$ cat config.mk
export PLATFORM = sky130hd
export DESIGN_NAME = smc_ctrl
export DESIGN_NICKNAME = d
export VERILOG_FILES = /design/src/design/smc_pkg.sv /design/src/design/smc_delay.sv /design/src/design/smc_ctrl.sv
export SDC_FILE = /design/constraint.sdc
export NUM_CORES = 1
export LEC_CHECK = 0
export BUFFER_PORTS_ARGS = -buffer_cell sky130_fd_sc_hd__clkbuf_2
export CAP_MARGIN = 0
export CORE_AREA = 2 2 98 100
export DETAILED_ROUTE_END_ITERATION = 6
export DIE_AREA = 0 0 100 102
export GPL_ROUTABILITY_DRIVEN = 0
export HOLD_SLACK_MARGIN = 0.02
export SYNTH_ARGS = -nofsm -noshare
export SYNTH_HDL_FRONTEND = slang
export SYNTH_SLANG_ARGS = --single-unit
$ cat constraint.sdc
create_clock -name MCLK -period 2.18 [get_ports MCLK]
set_input_delay 0.218 -clock MCLK [delete_from_list [all_inputs] [get_ports MCLK]]
set_output_delay 0.218 -clock MCLK [all_outputs]
set_load 0.03 [all_outputs]
$ cat src/design/smc_pkg.sv
package smc_pkg;

	// ====================================================================
	// sleep mode encodings
	localparam logic [2:0] MODE_IDLE    = 3'h0;
	localparam logic [2:0] MODE_QUIET   = 3'h1;
	localparam logic [2:0] MODE_PDOWN   = 3'h2;
	localparam logic [2:0] MODE_PSAVE   = 3'h3;
	localparam logic [2:0] MODE_STANDBY = 3'h6;

	// ====================================================================
	// control register bit positions
	localparam int BROWNOUT_SLEEP_OFF_BIT_BIT = 6;

	// ====================================================================
	// timing
	localparam int CLK_MHZ          = 100;
	localparam int HALT_EXTRA_CYC   = 4;
	localparam int STANDBY_WAKE_CYC = 6;
	localparam int BOD_WAKE_US      = 60;
	localparam int BOD_WAKE_CYC     = BOD_WAKE_US * CLK_MHZ;
	localparam int STARTUP_CYC_DEF  = 16384;
	localparam int CNT_W            = 16;

	// ====================================================================
	// types
	typedef enum logic [1:0]
	{
		ST_RUN   = 2'b00,
		ST_SLEEP = 2'b01,
		ST_WAKE  = 2'b10,
		ST_HALT  = 2'b11
	} smc_state_t;

	typedef struct packed
	{
		logic cpu;
		logic flash;
		logic io;
		logic adc;
		logic asy;
		logic osc;
		logic tosc;
	} smc_clk_en_t;

	// wake sources, one bit each
	typedef struct packed
	{
		logic rst;        // external, watchdog or brown-out reset
		logic irq0_level; // level irq on ext_irq_zero
		logic irq0_edge;  // edge irq on ext_irq_zero
		logic ext_other;  // other ext_irq_lines and pin change
		logic start_cond; // serial start condition
		logic timer2;
		logic spm_ready;  // self-program / nonvolatile ready
		logic adc_done;
		logic wdt_irq;
		logic other_io;
	} smc_wake_t;

endpackage : smc_pkg

$ cat src/design/smc_delay.sv
`timescale 1ns/1ps
`default_nettype none
// down counter that pulses done once after the loaded count
module smc_delay #(
	parameter int W = 16
) (
	input  wire logic         clk,
	input  wire logic         rst,
	input  wire logic         load,
	input  wire logic [W-1:0] count,
	output logic              done
);
	logic [W-1:0] cnt_reg;
	logic         busy_reg;

	always_ff @(posedge clk or posedge rst)
	begin
		if (rst)
		begin
			cnt_reg  <= '0;
			busy_reg <= 1'b0;
			done     <= 1'b0;
		end
		else if (load)
		begin
			cnt_reg  <= count;
			busy_reg <= 1'b1;
			done     <= 1'b0;
		end
		else if (busy_reg)
		begin
			done <= (cnt_reg <= W'(1));
			if (cnt_reg <= W'(1))
				busy_reg <= 1'b0;
			else
				cnt_reg <= cnt_reg - W'(1);
		end
		else
			done <= 1'b0;
	end
endmodule : smc_delay
`default_nettype wire

$ cat src/design/smc_ctrl.sv
`timescale 1ns/1ps
`default_nettype none
module smc_ctrl #(
	parameter int STARTUP_CYC = smc_pkg::STARTUP_CYC_DEF,
	parameter int BOD_CYC     = smc_pkg::BOD_WAKE_CYC
) (
	input  wire logic              MCLK,
	input  wire logic              RST,
	input  wire logic              SLEEP_INSTR,
	input  wire logic              SLEEP_ARM_BIT,
	input  wire logic [2:0]        SLEEP_MODE_SELECT,
	input  wire logic              BROWNOUT_SLEEP_OFF_BIT_WR,
	input  wire logic              BROWNOUT_SLEEP_OFF_BIT_WR_DATA,
	input  wire logic              BROWNOUT_SLEEP_OFF_BIT_UNLOCKED,
	input  wire logic              CRYSTAL_CLOCK,
	input  wire logic              TIMER2_ASYNC,
	input  wire logic              CONVERTER_ENABLED,
	input  wire logic              BROWNOUT_FUSE_ON,
	input  wire smc_pkg::smc_wake_t WAKE_IN,
	output smc_pkg::smc_clk_en_t   CLK_EN,
	output logic                   BROWNOUT_DETECTOR_ON,
	output logic                   BROWNOUT_SLEEP_OFF_BIT,
	output logic                   CONV_START,
	output logic                   SLEEPING,
	output logic                   CPU_HALT,
	output logic                   IRQ_RESUME,
	output logic                   RESET_WAKE
);
	// ====================================================================
	// state
	smc_pkg::smc_state_t state_reg;
	logic [2:0]          mode_reg;
	logic                bod_off_reg;
	logic                brownout_sleep_off_bit_reg;
	logic                load;
	logic [smc_pkg::CNT_W-1:0] wake_cnt;
	logic                delay_done;
	logic [2:0]          halt_reg;
	logic                mode_ok;
	logic                deep;
	logic                wake;

	always_comb
	begin
		mode_ok = (SLEEP_MODE_SELECT == smc_pkg::MODE_IDLE)
			|| (SLEEP_MODE_SELECT == smc_pkg::MODE_QUIET)
			|| (SLEEP_MODE_SELECT == smc_pkg::MODE_PDOWN)
			|| (SLEEP_MODE_SELECT == smc_pkg::MODE_PSAVE)
			|| (SLEEP_MODE_SELECT == smc_pkg::MODE_STANDBY && CRYSTAL_CLOCK);
	end

	assign deep = (mode_reg == smc_pkg::MODE_PDOWN) || (mode_reg == smc_pkg::MODE_PSAVE)
		|| (mode_reg == smc_pkg::MODE_STANDBY);

	// ====================================================================
	// wake decode per mode
	always_comb
	begin
		wake = WAKE_IN.rst;
		unique case (mode_reg)
			smc_pkg::MODE_IDLE:
				wake = wake || WAKE_IN.irq0_level || WAKE_IN.irq0_edge
					|| WAKE_IN.ext_other || WAKE_IN.start_cond
					|| (WAKE_IN.timer2 && TIMER2_ASYNC)
					|| WAKE_IN.spm_ready || WAKE_IN.adc_done
					|| WAKE_IN.wdt_irq || WAKE_IN.other_io;
			smc_pkg::MODE_QUIET:
				wake = wake || WAKE_IN.adc_done || WAKE_IN.irq0_level
					|| WAKE_IN.ext_other || WAKE_IN.start_cond
					|| (WAKE_IN.timer2 && TIMER2_ASYNC)
					|| WAKE_IN.spm_ready || WAKE_IN.wdt_irq;
			smc_pkg::MODE_PSAVE:
				wake = wake || WAKE_IN.irq0_level || WAKE_IN.ext_other
					|| WAKE_IN.start_cond || WAKE_IN.wdt_irq
					|| (WAKE_IN.timer2 && TIMER2_ASYNC);
			default:
				// power-down and standby; level wake relies on the source holding it
				wake = wake || WAKE_IN.irq0_level || WAKE_IN.ext_other
					|| WAKE_IN.start_cond || WAKE_IN.wdt_irq;
		endcase
	end

	// wake delay: fuse start-up for stopped oscillator, six for standby, 60 us if bod was off
	always_comb
	begin
		if (mode_reg == smc_pkg::MODE_STANDBY)
			wake_cnt = smc_pkg::CNT_W'(smc_pkg::STANDBY_WAKE_CYC);
		else if (mode_reg == smc_pkg::MODE_PDOWN || mode_reg == smc_pkg::MODE_PSAVE)
			wake_cnt = smc_pkg::CNT_W'(STARTUP_CYC);
		else
			wake_cnt = smc_pkg::CNT_W'(1);
		// detector settling stretches the wake but never cuts the oscillator start-up
		if (bod_off_reg && smc_pkg::CNT_W'(BOD_CYC) > wake_cnt)
			wake_cnt = smc_pkg::CNT_W'(BOD_CYC);
	end

	assign load = (state_reg == smc_pkg::ST_SLEEP) && wake && !WAKE_IN.rst;

	smc_delay #(
		.W(smc_pkg::CNT_W)
	) u_delay (
		.clk   (MCLK),
		.rst   (RST),
		.load  (load),
		.count (wake_cnt),
		.done  (delay_done)
	);

	// ====================================================================
	// sequencer; register file and memory are never touched here
	always_ff @(posedge MCLK or posedge RST)
	begin
		if (RST)
		begin
			state_reg    <= smc_pkg::ST_RUN;
			mode_reg     <= smc_pkg::MODE_IDLE;
			halt_reg     <= 3'h0;
		end
		else
		begin
			unique case (state_reg)
				smc_pkg::ST_RUN:
					if (SLEEP_INSTR && SLEEP_ARM_BIT && mode_ok)
					begin
						state_reg <= smc_pkg::ST_SLEEP;
						mode_reg  <= SLEEP_MODE_SELECT;
					end
				smc_pkg::ST_SLEEP:
					// reset logic runs its own time-out, so no start-up delay here
					if (WAKE_IN.rst)
						state_reg <= smc_pkg::ST_RUN;
					else if (wake)
						state_reg <= smc_pkg::ST_WAKE;
				smc_pkg::ST_WAKE:
					if (delay_done)
					begin
						state_reg <= smc_pkg::ST_HALT;
						halt_reg  <= 3'(smc_pkg::HALT_EXTRA_CYC - 1);
					end
				smc_pkg::ST_HALT:
					if (halt_reg == 3'h0)
						state_reg <= smc_pkg::ST_RUN;
					else
						halt_reg <= halt_reg - 3'h1;
			endcase
		end
	end

	// ====================================================================
	// brown-out sleep bit, writable only inside the unlock window
	always_ff @(posedge MCLK or posedge RST)
	begin
		if (RST)
			brownout_sleep_off_bit_reg <= 1'b0;
		else if (BROWNOUT_SLEEP_OFF_BIT_WR && BROWNOUT_SLEEP_OFF_BIT_UNLOCKED)
			brownout_sleep_off_bit_reg <= BROWNOUT_SLEEP_OFF_BIT_WR_DATA;
	end

	always_ff @(posedge MCLK or posedge RST)
	begin
		if (RST)
			bod_off_reg <= 1'b0;
		else if (state_reg == smc_pkg::ST_RUN && SLEEP_INSTR && SLEEP_ARM_BIT && mode_ok)
			// software disable only counts while the fuses have the detector on
			bod_off_reg <= BROWNOUT_FUSE_ON && brownout_sleep_off_bit_reg
				&& (SLEEP_MODE_SELECT == smc_pkg::MODE_PDOWN
				|| SLEEP_MODE_SELECT == smc_pkg::MODE_PSAVE
				|| SLEEP_MODE_SELECT == smc_pkg::MODE_STANDBY);
		else if (state_reg == smc_pkg::ST_RUN)
			bod_off_reg <= 1'b0;
	end

	// ====================================================================
	// outputs
	always_ff @(posedge MCLK or posedge RST)
	begin
		if (RST)
		begin
			CLK_EN                 <= '1;
			BROWNOUT_DETECTOR_ON   <= 1'b0;
			BROWNOUT_SLEEP_OFF_BIT <= 1'b0;
			CONV_START             <= 1'b0;
			SLEEPING               <= 1'b0;
			CPU_HALT               <= 1'b0;
			IRQ_RESUME             <= 1'b0;
			RESET_WAKE             <= 1'b0;
		end
		else
		begin
			BROWNOUT_SLEEP_OFF_BIT <= brownout_sleep_off_bit_reg;
			// detector is off only while asleep; back on as soon as wake starts
			BROWNOUT_DETECTOR_ON   <= BROWNOUT_FUSE_ON
				&& !(state_reg == smc_pkg::ST_SLEEP && bod_off_reg);
			SLEEPING   <= (state_reg == smc_pkg::ST_SLEEP);
			CPU_HALT   <= (state_reg != smc_pkg::ST_RUN);
			IRQ_RESUME <= (state_reg == smc_pkg::ST_HALT) && (halt_reg == 3'h0);
			RESET_WAKE <= (state_reg == smc_pkg::ST_SLEEP) && WAKE_IN.rst;
			CONV_START <= (state_reg == smc_pkg::ST_RUN) && SLEEP_INSTR && SLEEP_ARM_BIT
				&& CONVERTER_ENABLED && (SLEEP_MODE_SELECT == smc_pkg::MODE_IDLE
				|| SLEEP_MODE_SELECT == smc_pkg::MODE_QUIET);
			if (state_reg == smc_pkg::ST_SLEEP)
			begin
				CLK_EN.cpu   <= 1'b0;
				CLK_EN.flash <= 1'b0;
				CLK_EN.io    <= (mode_reg == smc_pkg::MODE_IDLE);
				CLK_EN.adc   <= (mode_reg == smc_pkg::MODE_IDLE)
					|| (mode_reg == smc_pkg::MODE_QUIET);
				CLK_EN.asy   <= !deep || (mode_reg == smc_pkg::MODE_PSAVE);
				CLK_EN.osc   <= !deep || (mode_reg == smc_pkg::MODE_STANDBY);
				CLK_EN.tosc  <= TIMER2_ASYNC && (mode_reg != smc_pkg::MODE_PDOWN)
					&& (mode_reg != smc_pkg::MODE_STANDBY);
			end
			else if (state_reg == smc_pkg::ST_WAKE)
			begin
				// oscillator and peripherals restart, cpu waits for delay
				CLK_EN       <= '1;
				CLK_EN.cpu   <= 1'b0;
				CLK_EN.flash <= 1'b0;
			end
			else
				CLK_EN <= '1;
		end
	end

	// ====================================================================
	// checks
	a_no_sleep_unarmed: assert property (@(posedge MCLK) disable iff (RST)
		state_reg == smc_pkg::ST_RUN && SLEEP_INSTR && !SLEEP_ARM_BIT
		|=> state_reg == smc_pkg::ST_RUN)
		else $error("sleep entered without arm bit");

	a_idle_clocks: assert property (@(posedge MCLK) disable iff (RST)
		state_reg == smc_pkg::ST_SLEEP && mode_reg == smc_pkg::MODE_IDLE
		|=> !CLK_EN.cpu && CLK_EN.io && CLK_EN.adc)
		else $error("idle clock gating wrong");

	a_quiet_clocks: assert property (@(posedge MCLK) disable iff (RST)
		state_reg == smc_pkg::ST_SLEEP && mode_reg == smc_pkg::MODE_QUIET
		|=> !CLK_EN.io && CLK_EN.adc && CLK_EN.asy)
		else $error("quiet clock gating wrong");

	a_pdown_clocks: assert property (@(posedge MCLK) disable iff (RST)
		state_reg == smc_pkg::ST_SLEEP && mode_reg == smc_pkg::MODE_PDOWN
		|=> !CLK_EN.osc && !CLK_EN.asy && !CLK_EN.adc)
		else $error("power-down clocks not stopped");

	a_edge_no_wake: assert property (@(posedge MCLK) disable iff (RST)
		state_reg == smc_pkg::ST_SLEEP && deep && WAKE_IN == smc_pkg::smc_wake_t'(10'h080)
		|=> state_reg == smc_pkg::ST_SLEEP)
		else $error("edge irq woke deep sleep");

	a_bad_mode_ignored: assert property (@(posedge MCLK) disable iff (RST)
		state_reg == smc_pkg::ST_RUN && SLEEP_INSTR && SLEEP_ARM_BIT && !mode_ok
		|=> state_reg == smc_pkg::ST_RUN)
		else $error("unused mode entered sleep");

	a_halt_four: assert property (@(posedge MCLK) disable iff (RST)
		state_reg == smc_pkg::ST_WAKE && delay_done
		|=> state_reg == smc_pkg::ST_HALT [*4] ##1 state_reg == smc_pkg::ST_RUN)
		else $error("halt after start-up not four cycles");

	a_brownout_sleep_off_bit_locked: assert property (@(posedge MCLK) disable iff (RST)
		BROWNOUT_SLEEP_OFF_BIT_WR && !BROWNOUT_SLEEP_OFF_BIT_UNLOCKED |=> $stable(brownout_sleep_off_bit_reg))
		else $error("brown-out bit changed while locked");

	a_bod_shallow_on: assert property (@(posedge MCLK) disable iff (RST)
		state_reg == smc_pkg::ST_SLEEP && !deep && BROWNOUT_FUSE_ON
		|=> BROWNOUT_DETECTOR_ON)
		else $error("detector off in shallow mode");

	a_reset_wake: assert property (@(posedge MCLK) disable iff (RST)
		state_reg == smc_pkg::ST_SLEEP && WAKE_IN.rst
		|=> RESET_WAKE && state_reg == smc_pkg::ST_RUN)
		else $error("reset did not wake to vector");

	a_conv_on_entry: assert property (@(posedge MCLK) disable iff (RST)
		state_reg == smc_pkg::ST_RUN && SLEEP_INSTR && SLEEP_ARM_BIT && CONVERTER_ENABLED
		&& (SLEEP_MODE_SELECT == smc_pkg::MODE_IDLE
		|| SLEEP_MODE_SELECT == smc_pkg::MODE_QUIET)
		|=> CONV_START)
		else $error("no conversion started on sleep entry");

	a_pdown_startup: assert property (@(posedge MCLK) disable iff (RST)
		load && (mode_reg == smc_pkg::MODE_PDOWN || mode_reg == smc_pkg::MODE_PSAVE)
		|-> wake_cnt >= smc_pkg::CNT_W'(STARTUP_CYC))
		else $error("power-down wake shorter than start-up");
endmodule : smc_ctrl
`default_nettype wire

==> Implementation_results.wiki, run 1 <==
{| class="wikitable"
! Metric !! Value
|-
| Worst setup path class || reg -> reg
|-
| Average wire per cell in the routed design || 12.0 um
|-
| Number of register bits inferred by synthesis || 41
|-
| Top Ports || 38
|-
| Final hold violation count || 0
|-
| Root buffer cell || sky130_fd_sc_hd__clkbuf_8
|-
| Final clock period utilization by the worst path || 0.892
|-
| Flip-flop count of the largest register, all copies and words added || 16
|-
| Post-layout nets || between 200 and 300
|-
| Port Buffers || 37
|-
| Synthesis warning total || 0
|-
| Cell-by-cell trace of the critical path || or4b_4 > nor3_4 > nand3_2 > or4_1 > a21boi_1
|-
| Outcome || completed
|-
| CP required || roughly 2.4 ns
|-
| Top flip-flop cell by instance count after synthesis || sky130_fd_sc_hd__dfrtp_1
|-
| Clock transition at the registers of the reported paths || approximately 0.080 ns
|-
| Post-synth design cell area || slightly above 0.002 mm^2
|-
| Maximum level of the CTS H-tree || 2
|-
| Max-cap violation count || 0
|-
| Element type at the critical path start || flip-flop
|-
| RSZ-0062 raised after global routing || no
|-
| DP Cell Count || between 300 and 400
|-
| Share of layout cells above drive strength 1 || 0.269
|-
| Total global routing track utilization || 0.0911
|-
| Area Overhead vs Synth || 21.5%
|-
| Clk sinks || approximately 40
|-
| Number of antenna violations at the first check in global routing || 0
|-
| Synthesized netlist cell count || 200
|-
| Number of nets with antenna violations after detailed routing || 0
|-
| Initial cell density of the core || 0.227
|-
| Static leakage power || 1.12 nW
|-
| Cell Count, Final, Fillers Out || 360
|-
| Pwr Total || ~0.0033 W
|-
| Detailed-placement wirelength estimate || approximately 3300 um
|-
| Antenna diodes || 0
|-
| Average instance area after synthesis || around 10 um^2
|-
| Number of cell rows || 35
|-
| Syn Nets || 232
|-
| Clock buffer count from CTS || 5
|-
| Arrival time reported for the critical path endpoint || about 2.2 ns
|-
| Clock Path Buffers || 2
|-
| Number of search-and-repair iterations in the first detailed-routing pass || 4
|-
| Post-DR vias/cell || approximately 4.4
|-
| Crit path setup slack, layout || 0.236 ns
|-
| Worst reg2reg path startpoint || u_delay.cnt_reg[1]
|-
| Worst setup EP type || flip-flop
|-
| Number of DRC violations after detailed-routing iteration 0 || 70
|-
| Startpoint of the worst setup timing path || u_delay.cnt_reg[1]
|-
| First-pass GRT wire length || around 7300 um
|-
| Worst slack at placement || 0.262 ns
|-
| Core Footprint || between 0.009 and 0.01 mm^2
|-
| Final Skew || 0.00847 ns
|-
| Horizontal extent of the die || about 100 um
|-
| Relative slew margins || 0.647
|-
| Max rail drop VDD || between 700 and 800 uV
|-
| Remaining Overflow, GRT || 0
|-
| Post-CTS setup buffers || 0
|-
| Overall die area || 0.0102 mm^2
|-
| Vias || about 1,600
|-
| Shortest clock period the worst path allows after layout || around 2 ns
|-
| Achievable frequency || between 500 and 600 MHz
|-
| Setup violators final || 0
|-
| Final sum of negative setup slack || 0 ns
|-
| Quantity of hold-fixing buffers added after cts || 0
|-
| Layout filler cell count || 973
|-
| Pin count of the biggest net entering global routing || between 40 and 50
|-
| Async set or reset register ratio after synthesis || 1.00
|-
| Clock tree from TritonCTS || yes
|-
| Die span in y || 102 um
|-
| Post-CTS sizing || 0
|-
| Number of synthesized flops with an enable pin || 0
|-
| Number of distinct library cells after synthesis || 50
|-
| CP peak stage delay || around 0.57 ns
|-
| Slew of the pin with the lowest slew margin || ~0.53 ns
|-
| Total DRC errors in the routed layout || 0
|-
| Sequential element share of the synthesized area || 0.501
|-
| Number of pins with negative max-slew slack in the final report || 0
|-
| Pwr Density || 1310 mW/mm^2
|-
| Cell with the largest stage delay on the worst path || sky130_fd_sc_hd__or4b_4
|-
| Insertion delay to the later sink of the worst-skew pair || 0.29 ns
|-
| Vias in the first global route || around 1,600
|-
| Peak fanout along the critical path || 4
|-
| Routed wire length || around 4300 um
|-
| Classification of the worst-slack hold path || in -> async
|}
## cell usage after synthesis (5+ instances only)
master                      n  area (um^2)
sky130_fd_sc_hd__xnor2_1    8         70.1
sky130_fd_sc_hd__dfstp_2    6          158
sky130_fd_sc_hd__o21ai_0    6         30.0
sky130_fd_sc_hd__nand3b_1   6         45.0
sky130_fd_sc_hd__nor3_1     5         25.0
sky130_fd_sc_hd__inv_1     13         48.8
sky130_fd_sc_hd__dfrtp_1   35          876
sky130_fd_sc_hd__a21oi_1   12         60.1
sky130_fd_sc_hd__nand2_1   17         63.8
sky130_fd_sc_hd__a31oi_1    5         31.3
sky130_fd_sc_hd__ha_1       8          100
sky130_fd_sc_hd__nor2_1    12         45.0
## worst max-delay path, delay by kind of cell, from the launching register on
| kind | cells | cell delay (ns) |
|---|---|---|
| simple gates | 4 | 1.33 |
| flops | 1 | 0.40 |
| compound gates | 1 | 0.15 |
## through the flow
step / cell area, um^2 / hold slack, ns / utilization
final: 2510 / 0.0361 / 0.275
after global placement: 2430 / 0.387 / 0.266
after global routing: 2510 / 0.0832 / 0.275
after floorplan: 2060 / 0.288 / -
after CTS: 2510 / 0.0572 / 0.275
after detailed placement: 2430 / 0.385 / 0.266
## report_power, final
part / switching (W) / internal, W / total [W] / leakage [nW]
sequential: 0.000257 / 0.00107 / 0.00133 / 0.495
clock: 0.000257 / 0.000222 / 0.000479 / 0.0450
combinational: 0.000879 / 0.000611 / 0.00149 / 0.581
## path summary, 6_finish.rpt
| kind | end | slack [ns] | cells after the start |
|---|---|---|---|
| max in group asynchronous | CLK_EN[1] | 1.77 | 3 |
| hold reg to reg | BROWNOUT_SLEEP_OFF_BIT | 0.43 | 0 |
| hold / removal | IRQ_RESUME | 0.04 | 3 |
| setup / recovery | u_delay.cnt_reg[11] | 0.24 | 5 |
| min in group MCLK | CONV_START | 0.14 | 2 |
| setup reg to reg | u_delay.cnt_reg[11] | 0.24 | 5 |
## area by class of cell
type,count,area (um^2),share of cell area
inverters,13,48.8,0.0195
clock inverters,2,10.0,0.00399
multi-input cells,143,967,0.386
repair buffers,44,238,0.0948
well taps,111,139,0.0554
clock buffers,6,72.6,0.0289
flip-flops and latches,41,1030,0.412
## per-layer routing
layer  up-vias  global-route usage  share of wire
li1        804                   -              -
met1       753               0.116           0.48
met2        31               0.151           0.47
met3         6              0.0205          0.035
met4         0              0.0379          0.015
met5         -                   0              0
## cell families (layout without fill, tap and decap cells)
logic type | count (synthesis) | count (layout) | share of synthesized area
compound gates | 43 | 43 | 0.136
xor+xnor | 9 | 9 | 0.0382
fa+ha+maj | 8 | 8 | 0.0485
buf+inv | 16 | 65 | 0.0309
flops | 41 | 41 | 0.501
mux | 7 | 7 | 0.0358
simple gates | 76 | 76 | 0.210
## cell usage in the layout, fill, tap and decap left out, types with 4 or more instances in the layout
| cell type | count |
|---|---|
| sky130_fd_sc_hd__ha_1 | 8 |
| sky130_fd_sc_hd__dfrtp_1 | 35 |
| sky130_fd_sc_hd__nand3b_1 | 6 |
| sky130_fd_sc_hd__o21ai_0 | 6 |
| sky130_fd_sc_hd__clkbuf_2 | 37 |
| sky130_fd_sc_hd__or3_1 | 4 |
| sky130_fd_sc_hd__nand2b_1 | 4 |
| sky130_fd_sc_hd__inv_1 | 13 |
| sky130_fd_sc_hd__clkbuf_8 | 5 |
| sky130_fd_sc_hd__nand2_1 | 17 |
| sky130_fd_sc_hd__mux2i_1 | 4 |
| sky130_fd_sc_hd__nor2_1 | 12 |
| sky130_fd_sc_hd__buf_4 | 7 |
| sky130_fd_sc_hd__nor3_1 | 5 |
| sky130_fd_sc_hd__a31oi_1 | 5 |
| sky130_fd_sc_hd__a21oi_1 | 12 |
| sky130_fd_sc_hd__and2_1 | 4 |
| sky130_fd_sc_hd__xnor2_1 | 8 |
| sky130_fd_sc_hd__dfstp_2 | 6 |
Power figures use the tool's default switching activity.
==> run 2, diff against run 1 <==
Settings changed: BUFFER_PORTS_ARGS -buffer_cell sky130_fd_sc_hd__clkbuf_2 to -buffer_cell sky130_fd_sc_hd__buf_4, CORE_AREA 2 2 98 100 to 2 2 68 70, DIE_AREA 0 0 100 102 to 0 0 70 72, PLACE_DENSITY set to 0.71.
==> run 2 against run 1 <==
  * Die area is 51% lower
  * Routed wire length is 8.5% lower
  * Power is 8.4% higher
  * Sequential share of layout area is 1.2 points lower
  * First-iteration DRC count is 17% higher
  * Clock power is 48% higher
  * Clock skew is 0.0017 ns lower
  * Hold slack better by 0.011 ns
  * Worst setup slack better by 0.0058 ns
  * Cell count is 16% lower
  * Largest cell class unchanged
  * Largest power group unchanged
==> Implementation_results.wiki, run 2 (synthesized netlist as in run 1, its figures left out) <==
{| class="wikitable"
! Metric !! Value
|-
| Top Ports || 38 (unchanged)
|-
| Relative slew margins || 0.650 (was 0.647)
|-
| Leading cell type in the layout, fill and taps excluded || sky130_fd_sc_hd__buf_4 (was sky130_fd_sc_hd__clkbuf_2)
|-
| Vias in the first global route || 1,574 (was 1,578)
|-
| Classification of the worst-slack hold path || in -> async (unchanged)
|-
| Worst reg2reg path startpoint || u_delay.cnt_reg[1] (unchanged)
|-
| Overall die area || 0.00504 mm^2 (was 0.0102 mm^2)
|-
| Die span in y || 72 um (was 102 um)
|-
| Antenna diodes || 0 (unchanged)
|-
| Clock transition at the registers of the reported paths || 0.08 ns (about the same)
|-
| Clk sinks || 41 (unchanged)
|-
| Number of pins with negative max-slew slack in the final report || 0 (unchanged)
|-
| Peak fanout along the critical path || 4 (unchanged)
|-
| Clock Path Buffers || 2 (unchanged)
|-
| Insertion delay to the later sink of the worst-skew pair || 0.29 ns (about the same)
|-
| Static leakage power || 1.17 nW (was 1.12 nW)
|-
| Post-CTS sizing || 0 (unchanged)
|-
| Clock tree from TritonCTS || yes (unchanged)
|-
| Arrival time reported for the critical path endpoint || 2.16 ns (about the same)
|-
| Share of layout cells above drive strength 1 || 0.276 (was 0.269)
|-
| CP required || 2.40 ns (was 2.39 ns)
|-
| Initial cell density of the core || 0.484 (was 0.227)
|-
| Worst setup EP type || flip-flop (unchanged)
|-
| Achievable frequency || 516 MHz (was 514 MHz)
|-
| Slew of the pin with the lowest slew margin || 0.521 ns (was 0.528 ns)
|-
| Smallest hold slack || 0.0471 ns (was 0.0361 ns)
|-
| Worst slack at placement || 0.272 ns (was 0.262 ns)
|-
| Final Util || 0.607 (was 0.275)
|-
| Worst setup path class || reg -> reg (unchanged)
|-
| Vias || 1,581 (was 1,594)
|-
| Crit path setup slack, layout || 0.242 ns (was 0.236 ns)
|-
| Shortest clock period the worst path allows after layout || 1.94 ns (about the same)
|-
| Element type at the critical path start || flip-flop (unchanged)
|-
| Final Skew || 0.00677 ns (was 0.00847 ns)
|-
| Pin count of the biggest net entering global routing || 42 (unchanged)
|-
| Remaining Overflow, GRT || 0 (unchanged)
|-
| Number of DRC violations after detailed-routing iteration 0 || 82 (was 70)
|-
| Number of search-and-repair iterations in the first detailed-routing pass || 4 (unchanged)
|-
| Final clock period utilization by the worst path || 0.889 (was 0.892)
|-
| Flip-flop count of the largest register, all copies and words added || 16 (unchanged)
|-
| RSZ-0062 raised after global routing || no (unchanged)
|-
| Total DRC errors in the routed layout || 0 (unchanged)
|-
| Average wire per cell in the routed design || 13.1 um (was 12.0 um)
|-
| Final hold violation count || 0 (unchanged)
|-
| DP Cell Count || 294 (was 352)
|-
| Post-DR vias/cell || 5.24 (was 4.43)
|-
| Post-CTS setup buffers || 0 (unchanged)
|-
| First-pass GRT wire length || 7060 um (was 7320 um)
|-
| Horizontal extent of the die || 70 um (was 100 um)
|-
| Quantity of hold-fixing buffers added after cts || 0 (unchanged)
|-
| Cell Count, Final, Fillers Out || 302 (was 360)
|-
| Pwr Density || 1380 mW/mm^2 (was 1310 mW/mm^2)
|-
| Final sum of negative setup slack || 0 ns (unchanged)
|-
| Clock buffer count from CTS || 5 (unchanged)
|-
| Outcome || completed (unchanged)
|-
| Storage cell area || 0.00103 mm^2 (unchanged)
|-
| Number of nets with antenna violations after detailed routing || 0 (unchanged)
|-
| Total global routing track utilization || 0.174 (was 0.0911)
|-
| Max-cap violation count || 0 (unchanged)
|-
| Layout filler cell count || 373 (was 973)
|-
| Leading cell types in the layout, fill and taps excluded || 45 x sky130_fd_sc_hd__buf_4, 35 x sky130_fd_sc_hd__dfrtp_1, 17 x sky130_fd_sc_hd__nand2_1 (was 37 x sky130_fd_sc_hd__clkbuf_2, 35 x sky130_fd_sc_hd__dfrtp_1, 17 x sky130_fd_sc_hd__nand2_1)
|-
| Number of cell rows || 24 (was 35)
|-
| Core Footprint || 0.00426 mm^2 (was 0.00911 mm^2)
|-
| Root buffer cell || sky130_fd_sc_hd__clkbuf_8 (unchanged)
|-
| Detailed-placement wirelength estimate || 2970 um (was 3270 um)
|-
| Setup violators final || 0 (unchanged)
|-
| Port Buffers || 37 (unchanged)
|-
| Startpoint of the worst setup timing path || u_delay.cnt_reg[1] (unchanged)
|-
| Max rail drop VDD || 904 uV (was 778 uV)
|-
| Area Overhead vs Synth || 25.3% (was 21.5%)
|-
| Post-layout nets || 281 (was 280)
|-
| Maximum level of the CTS H-tree || 2 (unchanged)
|-
| Area used by multi-input combinational logic || 967 um^2 (unchanged)
|-
| Number of antenna violations at the first check in global routing || 0 (unchanged)
|-
| Routed wire length || 3950 um (was 4320 um)
|}
-- run 2: changes by cell type in the layout (fill, tap and decap cells not counted) --
cell | previous run | this run
sky130_fd_sc_hd__bufinv_16 | 0 | 2
sky130_fd_sc_hd__buf_4 | 7 | 45
sky130_fd_sc_hd__clkbuf_2 | 37 | 0
sky130_fd_sc_hd__clkinv_2 | 2 | 1
sky130_fd_sc_hd__clkbuf_1 | 1 | 0
-- run 2: cell type report --
type,count,share of cell area
Tap cell,52,0.0252
Clock inverter,3,0.0252
Clock buffer,5,0.0266
Sequential cell,41,0.400
Timing Repair Buffer,45,0.131
Multi-Input combinational cell,143,0.374
Inverter,13,0.0189
-- run 2: where the power goes --
group          total, W  internal (W)  switching, W
logic           0.00154      0.000679      0.000865
registers       0.00132       0.00107      0.000249
clock network  0.000707      0.000455      0.000253
-- run 2: final timing paths --
| check | cells past startpoint | end | slack, ns |
|---|---|---|---|
| setup / recovery | 5 | u_delay.cnt_reg[11] | 0.24 |
| max in group asynchronous | 3 | CLK_EN[6] | 1.77 |
| hold reg to reg | 0 | BROWNOUT_SLEEP_OFF_BIT | 0.43 |
| setup reg to reg | 5 | u_delay.cnt_reg[11] | 0.24 |
| hold / removal | 3 | u_delay.cnt_reg[13] | 0.05 |
| min in group MCLK | 2 | CONV_START | 0.12 |
-- run 2: layer usage --
layer	wire length, um	track usage	share of wire	vias to the layer above
met5	0	0	0	-
met4	27	0.0449	0.0068	0
met3	140	0.0472	0.035	4
met2	2000	0.309	0.51	25
met1	1780	0.211	0.45	744
li1	-	-	-	808
-- run 2: per-stage QoR --
| step | power [W] | instance area (um^2) |
|---|---|---|
| floorplan | 0.00242 | 2060 |
| global placement | 0.00284 | 2450 |
| detailed placement | 0.00287 | 2450 |
| CTS | 0.00360 | 2590 |
| global route | 0.00386 | 2590 |
| finish | 0.00357 | 2590 |
-- run 2: worst max-delay path, cell delays in order (launching register included) --
cell	delay [ns]
sky130_fd_sc_hd__dfrtp_1	0.40
sky130_fd_sc_hd__or4b_4	0.57
sky130_fd_sc_hd__nor3_4	0.20
sky130_fd_sc_hd__nand3_2	0.13
sky130_fd_sc_hd__or4_1	0.42
sky130_fd_sc_hd__a21boi_1	0.15
==> run 3, diff against run 2 <==
Settings changed: CORE_AREA 2 2 68 70 to 2 2 71 73, DIE_AREA 0 0 70 72 to 0 0 73 75, PLACE_DENSITY 0.71 to 0.7, SYNTH_HIERARCHICAL set to 1.
==> run 3 against run 2 <==
  * Clock skew is 0.0012 ns lower
  * Maximum frequency is 4.7% lower
  * Largest power group unchanged
  * Sequential share of layout area is 2.6 points lower
  * Hold slack worse by 0.011 ns
  * Sequential power hardly changed
  * Critical endpoint is now u_delay/cnt_reg[14]
  * Clock-buffer cell count stayed put
  * Cell count is 15% higher
==> Implementation_results.wiki, run 3 <==
{| class="wikitable"
! Metric !! Value
|-
| Internal power || 0.00202 W (was 0.00220 W)
|-
| Startpoint of the worst setup timing path || u_delay/cnt_reg[9] (was u_delay.cnt_reg[1])
|-
| Worst setup path class || reg -> reg (unchanged)
|-
| Number of cells traversed by the worst register-to-register path || 4 (was 5)
|-
| Port Buffers || 37 (unchanged)
|-
| Pin count of the biggest net entering global routing || 24 (was 42)
|-
| Pwr Total || 0.00349 W (was 0.00357 W)
|-
| Outcome || completed (unchanged)
|-
| Classification of the worst-slack hold path || in -> async (unchanged)
|-
| Synthesis warning total || 6 (was 0)
|-
| Synth top area cells || sky130_fd_sc_hd__dfrtp_1 39%, sky130_fd_sc_hd__dfstp_2 7.0%, sky130_fd_sc_hd__ha_1 4.4% (was sky130_fd_sc_hd__dfrtp_1 42%, sky130_fd_sc_hd__dfstp_2 7.6%, sky130_fd_sc_hd__ha_1 4.8%)
|-
| Share of layout cells above drive strength 1 || 0.270 (was 0.276)
|-
| Worst reg2reg path startpoint || u_delay/cnt_reg[9] (was u_delay.cnt_reg[1])
|-
| Share of power burned in registers || 0.382 (was 0.369)
|-
| Most common cell in the synthesized netlist || sky130_fd_sc_hd__dfrtp_1 (unchanged)
|-
| Number of nets with antenna violations after detailed routing || 0 (unchanged)
|-
| Number of synthesized flops with an enable pin || 0 (unchanged)
|-
| Total DRC errors in the routed layout || 0 (unchanged)
|-
| Flip-flop count of the largest register, all copies and words added || 16 (unchanged)
|-
| Overall die area || 0.00548 mm^2 (was 0.00504 mm^2)
|-
| Number of antenna violations at the first check in global routing || 0 (unchanged)
|-
| Final Skew || 0.00553 ns (was 0.00677 ns)
|-
| Max rail drop VDD || 572 uV (was 904 uV)
|-
| Setup violators final || 0 (unchanged)
|-
| Insertion delay to the later sink of the worst-skew pair || 0.30 ns (was 0.29 ns)
|-
| Element type at the critical path start || flip-flop (unchanged)
|-
| Max-cap violation count || 0 (unchanged)
|-
| Worst setup slack for register-to-register paths || 0.15 ns (was 0.24 ns)
|-
| Number of pins with negative max-slew slack in the final report || 0 (unchanged)
|-
| Maximum level of the CTS H-tree || 2 (unchanged)
|-
| Relative slew margins || 0.441 (was 0.650)
|-
| Worst slack at placement || 0.150 ns (was 0.272 ns)
|-
| Final sum of negative setup slack || 0 ns (unchanged)
|-
| Clock group share of total power || 0.142 (was 0.198)
|-
| Largest area contributor in the netlist || sky130_fd_sc_hd__dfrtp_1 (unchanged)
|-
| Root buffer cell || sky130_fd_sc_hd__clkbuf_8 (unchanged)
|-
| Pwr Density || 1260 mW/mm^2 (was 1380 mW/mm^2)
|-
| Vias || 1,968 (was 1,581)
|-
| Core Footprint || 0.00466 mm^2 (was 0.00426 mm^2)
|-
| Post-DR vias/cell || 5.67 (was 5.24)
|-
| Total global routing track utilization || 0.201 (was 0.174)
|-
| Quantity of hold-fixing buffers added after cts || 0 (unchanged)
|-
| Synthesized netlist cell count || 238 (was 200)
|-
| Sequential element share of the synthesized area || 0.459 (was 0.501)
|-
| Die span in y || 75 um (was 72 um)
|-
| Area Overhead vs Synth || 22.7% (was 25.3%)
|-
| List of most frequent post-synthesis cells || 35 x sky130_fd_sc_hd__dfrtp_1, 24 x sky130_fd_sc_hd__nand2_1, 24 x sky130_fd_sc_hd__nor2_1 (was 35 x sky130_fd_sc_hd__dfrtp_1, 17 x sky130_fd_sc_hd__nand2_1, 13 x sky130_fd_sc_hd__inv_1)
|-
| Worst setup EP type || flip-flop (unchanged)
|-
| Clock buffer count from CTS || 5 (unchanged)
|-
| RSZ-0062 raised after global routing || no (unchanged)
|-
| Clk sinks || 41 (unchanged)
|-
| Clock Path Buffers || 2 (unchanged)
|-
| Area fraction in compound gates after synthesis || 0.209 (was 0.136)
|-
| Leading cell types in the layout, fill and taps excluded || 53 x sky130_fd_sc_hd__buf_4, 35 x sky130_fd_sc_hd__dfrtp_1, 24 x sky130_fd_sc_hd__nand2_1, 24 x sky130_fd_sc_hd__nor2_1, 16 x sky130_fd_sc_hd__inv_1 (was 45 x sky130_fd_sc_hd__buf_4, 35 x sky130_fd_sc_hd__dfrtp_1, 17 x sky130_fd_sc_hd__nand2_1)
|-
| Sw Pwr || 0.00147 W (was 0.00137 W)
|-
| FF-to-FF End || u_delay/cnt_reg[14] (was u_delay.cnt_reg[11])
|-
| Post-synth design cell area || 0.00225 mm^2 (was 0.00206 mm^2)
|-
| Number of search-and-repair iterations in the first detailed-routing pass || 4 (unchanged)
|-
| Simple-gate share of the synthesized area || 0.220 (was 0.210)
|-
| End of the critical path || u_delay/cnt_reg[14] (was u_delay.cnt_reg[11])
|-
| Peak fanout along the critical path || 7 (was 4)
|-
| Initial cell density of the core || 0.483 (was 0.484)
|-
| Vias in the first global route || 1,872 (was 1,574)
|-
| Combinational share of power || 0.476 (was 0.433)
|-
| Number of register bits inferred by synthesis || 41 (unchanged)
|-
| Post-synthesis adder-cell area fraction || 0.0444 (was 0.0485)
|-
| Final hold violation count || 0 (unchanged)
|-
| Post-CTS setup buffers || 0 (unchanged)
|-
| Final clock period utilization by the worst path || 0.933 (was 0.889)
|-
| Net switching fraction of the power || 0.422 (was 0.383)
|-
| Slew of the pin with the lowest slew margin || 0.837 ns (was 0.521 ns)
|-
| Crit path setup slack, layout || 0.147 ns (was 0.242 ns)
|-
| Clock tree from TritonCTS || yes (unchanged)
|-
| Portion of synthesized cell area occupied by the leading cell type || 0.389 (was 0.424)
|-
| Layout filler cell count || 412 (was 373)
|-
| Average wire per cell in the routed design || 14.3 um (was 13.1 um)
|-
| Post-CTS sizing || 0 (unchanged)
|-
| Clock transition at the registers of the reported paths || 0.08 ns (about the same)
|-
| Detailed-placement wirelength estimate || 3680 um (was 2970 um)
|-
| Smallest hold slack || 0.0360 ns (was 0.0471 ns)
|-
| Average instance area after synthesis || 9.46 um^2 (was 10.3 um^2)
|-
| Arrival time reported for the critical path endpoint || 2.25 ns (was 2.16 ns)
|-
| Top flip-flop cell by instance count after synthesis || sky130_fd_sc_hd__dfrtp_1 (unchanged)
|-
| Multiplexer fraction of the synthesized cell area || 0.0144 (was 0.0358)
|-
| Horizontal extent of the die || 73 um (was 70 um)
|-
| Number of cell rows || 25 (was 24)
|-
| Antenna diodes || 0 (unchanged)
|-
| First-pass GRT wire length || 8360 um (was 7060 um)
|-
| Post-layout nets || 324 (was 281)
|-
| CP required || 2.40 ns (about the same)
|-
| Routed wire length || 4960 um (was 3950 um)
|-
| Async set or reset register ratio after synthesis || 1.00 (unchanged)
|-
| Shortest clock period the worst path allows after layout || 2.03 ns (was 1.94 ns)
|-
| Main combinational cell family by area after synthesis || simple AND/OR/NAND/NOR gates (unchanged)
|-
| Achievable frequency || 492 MHz (was 516 MHz)
|-
| Post-synthesis xor/xnor area fraction || 0 (was 0.0382)
|-
| Leading cell type in the layout, fill and taps excluded || sky130_fd_sc_hd__buf_4 (unchanged)
|-
| Top Ports || 38 (unchanged)
|-
| Remaining Overflow, GRT || 0 (unchanged)
|-
| Number of DRC violations after detailed-routing iteration 0 || 85 (was 82)
|-
| Static leakage power || 1.22 nW (was 1.17 nW)
|-
| Number of distinct library cells after synthesis || 59 (was 50)
|}
run 3: final cells by class:
type,instances,area (um^2),share of cell area
timing repair buffer,53,398,0.144
tap,54,67.6,0.0244
clock inverter,3,17.5,0.00634
inverter,16,60.1,0.0217
clock buffer,5,68.8,0.0249
multi-input combinational,175,1120,0.405
sequential,41,1030,0.374
run 3: how the worst min path moves through the flow:
| stage | cells past startpoint | endpoint | slack (ns) |
|---|---|---|---|
| 2_1_floorplan | 1 | u_delay/busy_reg | 0.16 |
| 3_3_place_gp | 2 | u_delay/cnt_reg[13] | 0.40 |
| 3_5_place_dp | 2 | u_delay/done | 0.39 |
| 4_1_cts | 2 | u_delay/cnt_reg[15] | 0.06 |
| 5_1_grt | 2 | CONV_START | 0.09 |
| 6_report | 2 | u_delay/done | 0.04 |
run 3: logic make-up after synthesis:
| group | count (synthesis) |
|---|---|
| muxes | 3 |
| adders and majority gates | 8 |
| AOI/OAI and AO/OA | 66 |
| DFF | 41 |
| and+or+nand+nor | 93 |
| buffers and inverters | 26 |
| other | 1 |
run 3: power by group through the flow:
stage	clock (W)	sequential, W	combinational [W]
2_1_floorplan	0	0.00143	0.00105
3_3_place_gp	0	0.00133	0.00163
3_5_place_dp	0	0.00134	0.00166
4_1_cts	0.000515	0.00133	0.00167
5_1_grt	0.000538	0.00138	0.00188
6_report	0.000496	0.00133	0.00166
run 3: through the flow:
step                utilization  cell area, um^2  instances
floorplan                     -             2270        242
finish                    0.593             2760        347
global route              0.593             2760        347
global placement          0.574             2680        339
CTS                       0.593             2760        347
detailed placement        0.574             2680        339
run 3: worst max-delay path, cell delays in order, from the launching register on:
cell                      delay [ns]
sky130_fd_sc_hd__dfrtp_1        0.45
sky130_fd_sc_hd__or4_4          0.56
sky130_fd_sc_hd__or3_1          0.37
sky130_fd_sc_hd__or4_1          0.40
sky130_fd_sc_hd__a31oi_1        0.18
run 3: routing by layer:
metal  global-route usage  part of all wire  up-vias
met5                    0                 0        -
met4               0.0844             0.017        0
met3               0.0442             0.043        9
met2                0.340              0.49       46
met1                0.249              0.45      944
li1                     -                 -      969
